[src/rtl/sle_pkg.sv]
// Shared constants and carriers for the loopback/echo/CRC command block
package sle_pkg;
  // Register byte offsets
  localparam logic [7:0] OFS_CMD = 8'h00; // Channel command, write only
  localparam logic [7:0] OFS_MISC = 8'h04; // Misc channel control, write only
  localparam logic [7:0] OFS_CTRL = 8'h08; // Channel control, read/write
  localparam logic [7:0] OFS_STAT = 8'h0c; // Channel status, read only
  // Channel command fields
  localparam int CMD_CRC_HI = 7; // CRC reset code, top bit
  localparam int CMD_CRC_LO = 6; // CRC reset code, low bit
  localparam int CMD_OP_HI = 5; // Command code, top bit
  localparam int CMD_OP_LO = 3; // Command code, low bit
  localparam logic [2:0] OP_RESET_EXT = 3'h2; // Reset external/status interrupt
  // Misc channel control fields
  localparam int MISC_OP_HI = 7; // Loop command, top bit
  localparam int MISC_OP_LO = 5; // Loop command, low bit
  localparam int MISC_LOOPBACK = 4; // Local loopback select
  localparam int MISC_ECHO = 3; // Auto echo select
  localparam logic [2:0] LOOP_SEARCH = 3'h1; // Enter search mode, enables loop
  localparam logic [2:0] LOOP_DISABLE = 3'h3; // Disable loop
  localparam logic [2:0] LOOP_SRC_GEN = 3'h4; // Source: internal rate generator
  localparam logic [2:0] LOOP_SRC_PIN = 3'h5; // Source: combined clock pin
  localparam logic [2:0] LOOP_FM = 3'h6; // FM mode
  localparam logic [2:0] LOOP_NRZI = 3'h7; // NRZI mode
  // Channel control fields
  localparam int CTRL_RX_EN = 0; // Receiver enable
  localparam int CTRL_TX_EN = 1; // Transmitter enable
  localparam int CTRL_SDLC = 2; // SDLC mode
  localparam int CTRL_ABORT_UR = 3; // Abort on underrun
  localparam int CTRL_AUTO_EN = 4; // Auto enables
  localparam int CTRL_CH_RESET = 7; // Channel reset, write one, reads zero
  localparam logic [4:0] CTRL_RESET = 5'h00; // Control reset value
  // Loop source and mode encodings
  localparam logic SRC_PIN = 1'b0; // Combined rx/tx clock pin
  localparam logic SRC_GEN = 1'b1; // Internal rate generator
  localparam logic MODE_NRZI = 1'b0; // NRZI
  localparam logic MODE_FM = 1'b1; // FM
  localparam logic LATCH_RESET = 1'b1; // Underrun/END_OF_MESSAGE latch after power-up
  // CRC reset codes
  typedef enum logic [1:0] {
    CRC_NULL = 2'b00,
    CRC_RX_INIT = 2'b01,
    CRC_TX_INIT = 2'b10,
    CRC_LATCH_CLR = 2'b11
  } sle_crc_e;
  // Whole block state
  typedef struct packed {
    logic pready;
    logic pslverr;
    logic [31:0] prdata;
    logic [4:0] ctrl; // rx_en, tx_en, sdlc, abort_ur, auto_en
    logic loopback;
    logic echo;
    logic loop_en;
    logic loop_src;
    logic loop_mode;
    logic latch; // Underrun/END_OF_MESSAGE latch
    logic ext_pend; // External/status interrupt pending
    logic ext_snap_ur; // Underrun bit as reported with the interrupt
    logic [1:0] rxd_sync; // [0] first stage, [1] second stage
    logic [1:0] cts_sync;
    logic [1:0] dcd_sync;
    logic ser_out;
    logic rx_data;
    logic loop_in;
    logic rx_en_eff;
    logic tx_en_eff;
    logic rx_crc_init;
    logic tx_crc_init;
    logic append_crc;
    logic send_abort;
    logic ext_irq;
  } sle_state_s;
endpackage
[src/rtl/sle_core.sv]
// The APB interface to the registers and the register offsets were chosen for this implementation.
`timescale 1ns/1ps
// Functional notes
// - Any reset: loop off, pin source, NRZI
// - Search command enables the clock-recovery loop
// - Loopback: transmitter feeds receiver, pin keeps transmitter
// - Loopback ignores carrier and clear-to-send enables
// - Loop input always from serial input pin
// - Echo: input pin to output and receiver
// - Echo ignores clear-to-send; transmitter output dropped
// - Both set: echo, ignore both enables
// - CRC code 00 does nothing
// - CRC code 01 initialises receive checker
// - Receiver disable initialises receive checker
// - SDLC resets receive checker automatically
// - Code 10 inits transmit generator; channel reset not
// - Code 11 clears latch; underrun appends CRC
// - SDLC abort-on-underrun sends abort then flag
// - CRC start sets latch; clear only with transmitter enabled
// - Transmitter disabled: latch clear ignored
// - Disabled clear raises status interrupt only if none pending or with reset ext/status command
module sle_core
(
  // Clock and reset
  input wire logic pclk,
  input wire logic presetn,
  // APB slave
  input wire logic psel,
  input wire logic penable,
  input wire logic pwrite,
  input wire logic [7:0] paddr,
  input wire logic [31:0] pwdata,
  output logic [31:0] prdata,
  output logic pready,
  output logic pslverr,
  // Serial pins, asynchronous
  input wire logic rxd_pin,
  input wire logic cts_pin,
  input wire logic carrier_detect_pin,
  output logic txd_pin,
  // Transmitter and receiver side, same clock
  input wire logic tx_data,
  input wire logic tx_underrun,
  input wire logic crc_tx_start,
  input wire logic rx_frame_start,
  output logic rx_data,
  output logic rx_enable,
  output logic tx_enable,
  output logic rx_crc_init,
  output logic tx_crc_init,
  output logic append_crc,
  output logic send_abort,
  // Clock-recovery loop control
  output logic loop_data_in,
  output logic loop_enable,
  output logic loop_source,
  output logic loop_mode,
  // Status events
  output logic ext_status_irq,
  output logic underrun_eom
);

  sle_pkg::sle_state_s s_reg; // Registered state
  sle_pkg::sle_state_s s_next; // Next state
  logic access; // APB access phase with answer given
  logic wr_cmd; // Write to channel command
  logic wr_misc; // Write to misc control
  logic wr_ctrl; // Write to channel control
  logic ch_reset; // Channel reset strobe
  sle_pkg::sle_crc_e crc_code; // CRC reset code of a command write
  logic [2:0] op_code; // Command code of a command write
  logic [2:0] loop_op; // Loop command of a misc write
  logic mapped; // Address hits a register

  // Decode of the bus transfer; effects land only on the pready edge
  assign access = psel && penable && s_reg.pready;
  assign wr_cmd = access && pwrite && (paddr == sle_pkg::OFS_CMD);
  assign wr_misc = access && pwrite && (paddr == sle_pkg::OFS_MISC);
  assign wr_ctrl = access && pwrite && (paddr == sle_pkg::OFS_CTRL);
  assign ch_reset = wr_ctrl && pwdata[sle_pkg::CTRL_CH_RESET];
  assign crc_code = sle_pkg::sle_crc_e'(pwdata[sle_pkg::CMD_CRC_HI:sle_pkg::CMD_CRC_LO]);
  assign op_code = pwdata[sle_pkg::CMD_OP_HI:sle_pkg::CMD_OP_LO];
  assign loop_op = pwdata[sle_pkg::MISC_OP_HI:sle_pkg::MISC_OP_LO];
  assign mapped = (paddr == sle_pkg::OFS_CMD) || (paddr == sle_pkg::OFS_MISC) ||
                  (paddr == sle_pkg::OFS_CTRL) || (paddr == sle_pkg::OFS_STAT);

  // Next-state logic for the whole block
  always_comb
  begin
    logic rx_en_cur;
    logic tx_en_cur;
    logic mode_lb;
    logic mode_echo;
    logic reset_ext;
    s_next = s_reg;
    rx_en_cur = s_reg.ctrl[sle_pkg::CTRL_RX_EN];
    tx_en_cur = s_reg.ctrl[sle_pkg::CTRL_TX_EN];
    mode_lb = s_reg.loopback;
    mode_echo = s_reg.echo;
    reset_ext = wr_cmd && (op_code == sle_pkg::OP_RESET_EXT);
    // Pulses last one cycle
    s_next.rx_crc_init = 1'b0;
    s_next.tx_crc_init = 1'b0;
    s_next.append_crc = 1'b0;
    s_next.send_abort = 1'b0;
    s_next.ext_irq = 1'b0;
    // Two-stage synchronisers on the asynchronous pins
    s_next.rxd_sync = {s_reg.rxd_sync[0], rxd_pin};
    s_next.cts_sync = {s_reg.cts_sync[0], cts_pin};
    s_next.dcd_sync = {s_reg.dcd_sync[0], carrier_detect_pin};

    // APB answer: one wait state, then pready for a single cycle
    s_next.pready = psel && penable && !s_reg.pready;
    s_next.pslverr = psel && penable && !s_reg.pready && !mapped;
    s_next.prdata = '0;
    if (psel && penable && !s_reg.pready && !pwrite)
    begin
      // Only control and status read back; write-only registers read zero
      if (paddr == sle_pkg::OFS_CTRL)
      begin
        s_next.prdata = {27'h0000000, s_reg.ctrl};
      end
      else if (paddr == sle_pkg::OFS_STAT)
      begin
        s_next.prdata = {24'h000000, s_reg.echo, s_reg.loopback, s_reg.loop_mode,
                         s_reg.loop_src, s_reg.loop_en, s_reg.ext_snap_ur,
                         s_reg.ext_pend, s_reg.latch};
      end
      else
      begin
        s_next.prdata = '0;
      end
    end

    // Channel control; a channel reset overrides the written value
    if (wr_ctrl)
    begin
      s_next.ctrl = pwdata[sle_pkg::CTRL_AUTO_EN:sle_pkg::CTRL_RX_EN];
    end
    if (ch_reset)
    begin
      // Loop back to its defaults, diagnostics off
      s_next.ctrl = sle_pkg::CTRL_RESET;
      s_next.loop_en = 1'b0;
      s_next.loop_src = sle_pkg::SRC_PIN;
      s_next.loop_mode = sle_pkg::MODE_NRZI;
      s_next.loopback = 1'b0;
      s_next.echo = 1'b0;
      // Transmit generator deliberately left alone here
    end

    // Misc control: diagnostic routing bits and loop commands
    if (wr_misc && !ch_reset)
    begin
      s_next.loopback = pwdata[sle_pkg::MISC_LOOPBACK];
      s_next.echo = pwdata[sle_pkg::MISC_ECHO];
      case (loop_op)
        sle_pkg::LOOP_SEARCH: s_next.loop_en = 1'b1;
        sle_pkg::LOOP_DISABLE: s_next.loop_en = 1'b0;
        sle_pkg::LOOP_SRC_GEN: s_next.loop_src = sle_pkg::SRC_GEN;
        sle_pkg::LOOP_SRC_PIN: s_next.loop_src = sle_pkg::SRC_PIN;
        sle_pkg::LOOP_FM: s_next.loop_mode = sle_pkg::MODE_FM;
        sle_pkg::LOOP_NRZI: s_next.loop_mode = sle_pkg::MODE_NRZI;
        default: s_next.loop_en = s_reg.loop_en; // Null and unused codes
      endcase
    end

    // Receive CRC checker initialisation sources
    if (wr_cmd && (crc_code == sle_pkg::CRC_RX_INIT))
    begin
      s_next.rx_crc_init = 1'b1;
    end
    if (rx_en_cur && !s_next.ctrl[sle_pkg::CTRL_RX_EN])
    begin
      s_next.rx_crc_init = 1'b1;
    end
    if (s_reg.ctrl[sle_pkg::CTRL_SDLC] && rx_frame_start)
    begin
      s_next.rx_crc_init = 1'b1;
    end

    // Transmit CRC generator: only the explicit code starts it over
    if (wr_cmd && (crc_code == sle_pkg::CRC_TX_INIT))
    begin
      s_next.tx_crc_init = 1'b1;
    end

    // Underrun/END_OF_MESSAGE latch; code 00 matches no branch and changes nothing
    if (wr_cmd && (crc_code == sle_pkg::CRC_LATCH_CLR))
    begin
      if (tx_en_cur)
      begin
        s_next.latch = 1'b0;
      end
      else if (!s_reg.ext_pend || reset_ext)
      begin
        // Latch kept, but status interrupt reports it clear
        s_next.ext_irq = 1'b1;
        s_next.ext_snap_ur = 1'b0;
      end
      else
      begin
        s_next.latch = s_reg.latch;
      end
    end
    if (crc_tx_start)
    begin
      // Set wins over a clear in the same cycle
      s_next.latch = 1'b1;
    end

    // Underrun with latch clear ends the frame
    if (tx_underrun && !s_reg.latch)
    begin
      if (s_reg.ctrl[sle_pkg::CTRL_SDLC] && s_reg.ctrl[sle_pkg::CTRL_ABORT_UR])
      begin
        s_next.send_abort = 1'b1;
      end
      else
      begin
        s_next.append_crc = 1'b1;
      end
    end

    // Pending flag: the command clears, a new event sets and wins
    if (reset_ext)
    begin
      s_next.ext_pend = 1'b0;
    end
    if (s_next.ext_irq)
    begin
      s_next.ext_pend = 1'b1;
    end

    // Serial routing; echo takes priority when both bits are set
    s_next.loop_in = s_reg.rxd_sync[1];
    if (mode_echo)
    begin
      s_next.ser_out = s_reg.rxd_sync[1];
      s_next.rx_data = s_reg.rxd_sync[1];
    end
    else if (mode_lb)
    begin
      s_next.ser_out = tx_data;
      s_next.rx_data = tx_data;
    end
    else
    begin
      s_next.ser_out = tx_data;
      s_next.rx_data = s_reg.rxd_sync[1];
    end

    // Effective enables; loopback masks both modem pins, echo masks only clear-to-send
    s_next.rx_en_eff = rx_en_cur;
    s_next.tx_en_eff = tx_en_cur;
    if (s_reg.ctrl[sle_pkg::CTRL_AUTO_EN])
    begin
      if (!mode_lb)
      begin
        // Carrier gates receive only outside loopback
        s_next.rx_en_eff = rx_en_cur && s_reg.dcd_sync[1];
      end
      if (!mode_lb && !mode_echo)
      begin
        s_next.tx_en_eff = tx_en_cur && s_reg.cts_sync[1];
      end
    end
  end

  // State register; asynchronous reset to constants only
  always_ff @(posedge pclk or negedge presetn)
  begin
    if (!presetn)
    begin
      s_reg <= '0;
      s_reg.loop_en <= 1'b0;
      s_reg.loop_src <= sle_pkg::SRC_PIN;
      s_reg.loop_mode <= sle_pkg::MODE_NRZI;
      s_reg.ctrl <= sle_pkg::CTRL_RESET;
      s_reg.latch <= sle_pkg::LATCH_RESET;
      s_reg.ext_snap_ur <= sle_pkg::LATCH_RESET;
    end
    else
    begin
      s_reg <= s_next;
    end
  end

  // Outputs straight from the state register
  assign prdata = s_reg.prdata;
  assign pready = s_reg.pready;
  assign pslverr = s_reg.pslverr;
  assign txd_pin = s_reg.ser_out;
  assign rx_data = s_reg.rx_data;
  assign rx_enable = s_reg.rx_en_eff;
  assign tx_enable = s_reg.tx_en_eff;
  assign rx_crc_init = s_reg.rx_crc_init;
  assign tx_crc_init = s_reg.tx_crc_init;
  assign append_crc = s_reg.append_crc;
  assign send_abort = s_reg.send_abort;
  assign loop_data_in = s_reg.loop_in;
  assign loop_enable = s_reg.loop_en;
  assign loop_source = s_reg.loop_src;
  assign loop_mode = s_reg.loop_mode;
  assign ext_status_irq = s_reg.ext_irq;
  assign underrun_eom = s_reg.latch;
endmodule // sle_core

[config.mk]
export PLATFORM = sky130hd
export DESIGN_NAME = sle_core
export DESIGN_NICKNAME = d
export VERILOG_FILES = /design/src/rtl/sle_pkg.sv /design/src/rtl/sle_core.sv
export SDC_FILE = /design/constraint.sdc
export NUM_CORES = 1
export LEC_CHECK = 0
export ABC_AREA = 0
export BUFFER_PORTS_ARGS = -buffer_cell sky130_fd_sc_hd__buf_2
export CORE_MARGIN = 5
export CORE_UTILIZATION = 45
export DETAILED_ROUTE_END_ITERATION = 8
export PLACE_DENSITY = 0.79
export SLEW_MARGIN = 25
export SYNTH_ARGS = -nofsm -noshare
export SYNTH_HDL_FRONTEND = slang
export SYNTH_SLANG_ARGS = --single-unit
[constraint.sdc]
create_clock -name pclk -period 4 [get_ports pclk]
set_clock_uncertainty 0.2 [all_clocks]
set_input_delay 0.8 -clock pclk [delete_from_list [all_inputs] [get_ports pclk]]
set_output_delay 0.8 -clock pclk [all_outputs]
set_load 0.01 [all_outputs]
=== Yosys cells after proc, flatten, opt, wreduce, memory -nomap -nowiden ===
Cells that the tools add are included.

* Logic and storage cells: 114
* Flip-flop bits (word level): 63
* Input port bits: 52

* Bitwise gates (word level): 1
* Reduce and logical (&&, ||, !) cells: 44
* Mux-type cells: 29
* Eq/ne operators: 14

{| class="wikitable"
|+ Operators with widths
! kind !! number
|-
| $mux W32 || 1
|-
| $logic_and A1 B1 Y1 || 22
|-
| $mux W1 || 17
|-
| $eq A8 B4 Y1 const B || 2
|-
| $mux W8 || 2
|-
| $eq A3 B3 Y1 const B || 4
|-
| $mux W10 || 1
|-
| $mux W5 || 2
|-
| $reduce_bool A2 Y1 || 5
|-
| $logic_not A1 Y1 || 9
|-
| $eq A8 B3 Y1 const B || 1
|-
| $logic_not A8 Y1 || 1
|-
| $eq A3 B2 Y1 const B || 2
|-
| $mux W2 || 3
|-
| $eq A2 B2 Y1 const B || 2
|-
| $logic_or A1 B1 Y1 || 4
|-
| $ne A4 B2 Y1 const B || 1
|-
| $pmux W1 S2 || 2
|-
| $reduce_or A4 Y1 || 1
|-
| $eq A3 B1 Y1 const B || 1
|-
| $pmux W1 S3 || 1
|-
| $reduce_and A3 Y1 || 1
|-
| $eq A2 B1 Y1 const B || 1
|-
| $reduce_and A2 Y1 || 1
|-
| $not A1 Y1 || 1
|}

=== Logic depth before layout (Yosys ltp) ===
* Depth after elaboration: 10
* Gate-level depth with buffers: 5
* Mapped depth without buffers: 4

=== Worst setup path after synthesis ===
OpenSTA, ideal clock, no wires.

* Kind: input -> register
* Start point: input paddr[7]
* End point: register s_reg[24] in the netlist's numbering
* Required time: 3.675 ns
* Stages: 4
* Setup time: 0.125 ns
* Arrival time: 1.890 ns
* Setup slack: 1.785 ns
* Buffers on the path: 0
* Cell sequence: nor4_4 -> and3_4 -> nand2_4 -> mux2_4

{| class="wikitable"
|+ RTL lines
! element !! RTL line !! RTL
|-
| from (decl) || sle_core.sv:31 || <nowiki>input wire logic [7:0] paddr,</nowiki>
|-
| to (signal assigned) || sle_core.sv:285 || <nowiki>s_reg <= s_next;</nowiki>
|-
| to (decl) || sle_core.sv:63 || <nowiki>sle_pkg::sle_state_s s_reg;</nowiki>
|}

==> metrics <==
core region area 4060 um2; H-tree Lvls 2; crit start category input port; top_reg_cell synth dfrtp_1; post-synthesis cell type count 40; initial antenna violation count 0; Hold Path Cell Cnt 0; Skew-Pair Late Insertion Delay 280 ps; # setup viols final 0; CP Max Fanout 8; Comb pwr share 11.0%; Least-Margin Pin Slew 832 ps; ANT cells 0; Yosys top cell area share 48.7%; Clk Tree Root Cell clkbuf_8; TritonRoute pass-1 iters 4; hold_buf cts 0; die area 5620 um2; Crit path max-delay family simple AND/OR/NAND/NOR gates; Async SR Flop Fraction 100%; overall routing resource usage 14.4%; Clock Path Buffers 2; final hold violation count 0; period utilization 57.7%; setup_tns 0 ps; Hold Path End s_reg[11]; Placer Congestion 0.860; synth top area cells dfrtp_1 (49%), buf_4 (13%), mux2_4 (3.9%), dfstp_2 (2.8%), mux2i_1 (2.6%); Clock Pin Slew Worst Setup and Hold Paths 70 ps; Final WS setup 1690 ps; Net Sw Frac 24.5%; leakage power total 0.00112 uW; HP Start s_next[11]; Starting Density 46.8%; Syn Inst Count 163; Fmax 433 MHz; Worst slew margin 44.5%; Final #Nets 262; WL/cell 14.2 um; Area growth syn-to-layout 12.8%; CTS tree yes; Post-Route WL 3.70 mm; I/O Buffers 51; status completed; Sequential Power Share 55.2%; Post-synth EDFFs 0; Internal 573 uW; Pwr Density 354 nW/um2; worst reg-to-reg setup slack 2210 ps; Synthesis Warnings 0; Cell Count Post-Placement 253; Post-DRT Antenna Nets 0; CP Buf/Inv Count 1; Worst Path Class, Setup input port to register; worst ir drop on vdd 0.000141 V; I/O pins 100; P_sw 186 uW; CP max-delay cell nor4_4; critical path, cell by cell buf_2 > nor4_4 > nand4_4 > o311ai_0; worst reg2reg path depth 3; RSZ-0062 raised after global routing no; total power 759 uW; WP data required 3920 ps; fin crit period 2310 ps; largest net degree at the start of global routing 40; Max Transition Viols Final 0; Hold Path Class register to register; sequential area share after synthesis 51.5%; Syn Area/Cell 11.7 um2; first-pass GRT wire length 6.01 mm; Gates resized, CTS repair 0; Setup Fix Bufs, Post-CTS 0; die height 75.0 um; Worst setup EP type register; Critical Path AT 2230 ps; clock sinks 39; RR Startpoint pready; vias 1,269; max reg flops 11; vias in the first global route 1,269; Synth area leader dfrtp_1; Clk pwr share 33.8%; fraction of layout cells with a size suffix above 1 36.2%; Mapped Area 1900 um2; First DRT Iteration DRCs 47; die width 75.0 um; # rows 23; remaining global-route overflow 0; DP HPWL 2.84 mm; Max Cap Viol 0; Yosys reg bits 39; reg2reg end rx_crc_init; DP Worst Slack 1460 ps; CTS Buf Count 5; Non-Filler Instances 260; Critical Path Max Stage Delay 540 ps; Post-route DRC 0; Via density 4.88
## how the worst max path moves through the flow
stage | slack (ps) | from | end | depth (start not counted)
after global placement | 1530 | paddr[7] | prdata[7] | 5
after global routing | 1590 | paddr[7] | prdata[6] | 5
after floorplan | 1790 | paddr[7] | s_reg[24] | 4
after CTS | 1760 | paddr[7] | prdata[5] | 5
after detailed placement | 1460 | paddr[7] | rx_crc_init | 4
final | 1690 | paddr[7] | rx_crc_init | 4
## placed cells by master, fill, tap and decap left out, drive strengths merged
| cell | count |
|---|---|
| nor2 | 11 |
| nand3 | 5 |
| o211ai | 2 |
| o21a | 1 |
| nor4 | 1 |
| or4 | 2 |
| clkinv | 1 |
| o311ai | 1 |
| nand4 | 3 |
| nand2 | 6 |
| dfstp | 2 |
| nor3b | 1 |
| and3 | 1 |
| and2 | 4 |
| and2b | 1 |
| o31a | 1 |
| o221a | 2 |
| inv | 4 |
| clkbuf | 6 |
| mux2i | 5 |
| a2111oi | 1 |
| mux2 | 7 |
| nor2b | 7 |
| a32oi | 1 |
| o31ai | 2 |
| a21oi | 4 |
| nand4b | 2 |
| conb | 24 |
| and4 | 2 |
| dfrtp | 37 |
| buf | 51 |
| a21o | 2 |
| nand2b | 4 |
| nand3b | 1 |
| o21ai | 5 |
## worst reg2reg max path, cell delays in order (launching register included)
cell and delay, ps:
dfrtp_1 360, and4_1 360, nand4_4 190, o311ai_0 520
## power groups by stage
stage	registers, uW	clock network (uW)	logic (uW)
final	419	256	83.7
after global routing	421	286	93.6
after CTS	419	267	84.2
after detailed placement	426	0	84.0
after global placement	425	0	81.7
after floorplan	428	0	55.3
## per-layer routing
layer	vias to the layer above	GRT usage, %	part of all wire [%]
li1	600	-	-
met1	601	18.4	41
met2	63	21.9	46
met3	5	5.74	12
met4	0	5.93	0.97
met5	-	0	0
## area by class of cell
type | instances | area [um2]
clock buffers | 6 | 82.6
clock inverters | 1 | 5.00
fillers | 369 | 1910
inverters | 4 | 15.0
multi-input cells | 109 | 744
flip-flops and latches | 39 | 978
well taps | 50 | 62.6
repair buffers | 51 | 255
## synth_stat cells, types with 2 or more instances
master	count
nor2_1	11
o221a_2	2
nand3_1	5
or4_1	2
mux2_4	5
mux2i_1	5
o21ai_0	5
o31ai_1	2
a21o_1	2
buf_4	32
and2_1	4
nor2b_1	6
nand4b_1	2
nand4_1	2
inv_1	4
nand2_1	5
mux2_2	2
a21oi_1	4
o211ai_1	2
dfstp_2	2
dfrtp_1	37
nand2b_1	4
## cells by family after synthesis
kind of cell / after synthesis / synth area share [%]
buf+inv: 38 / 13.9
compound gates: 22 / 9.15
other cells: 1 / 0.197
flops: 39 / 51.5
mux: 12 / 7.77
simple gates: 51 / 17.5
## stage by stage
stage | utilization (%) | area (um2) | hold WS [ps]
2_1_floorplan | - | 1990 | 131
3_3_place_gp | 50.7 | 2060 | 134
3_5_place_dp | 50.7 | 2060 | 144
4_1_cts | 52.8 | 2140 | 160
5_1_grt | 52.8 | 2140 | 181
6_report | 52.8 | 2140 | 162
Note: power is estimated with default switching activity, not from simulation.
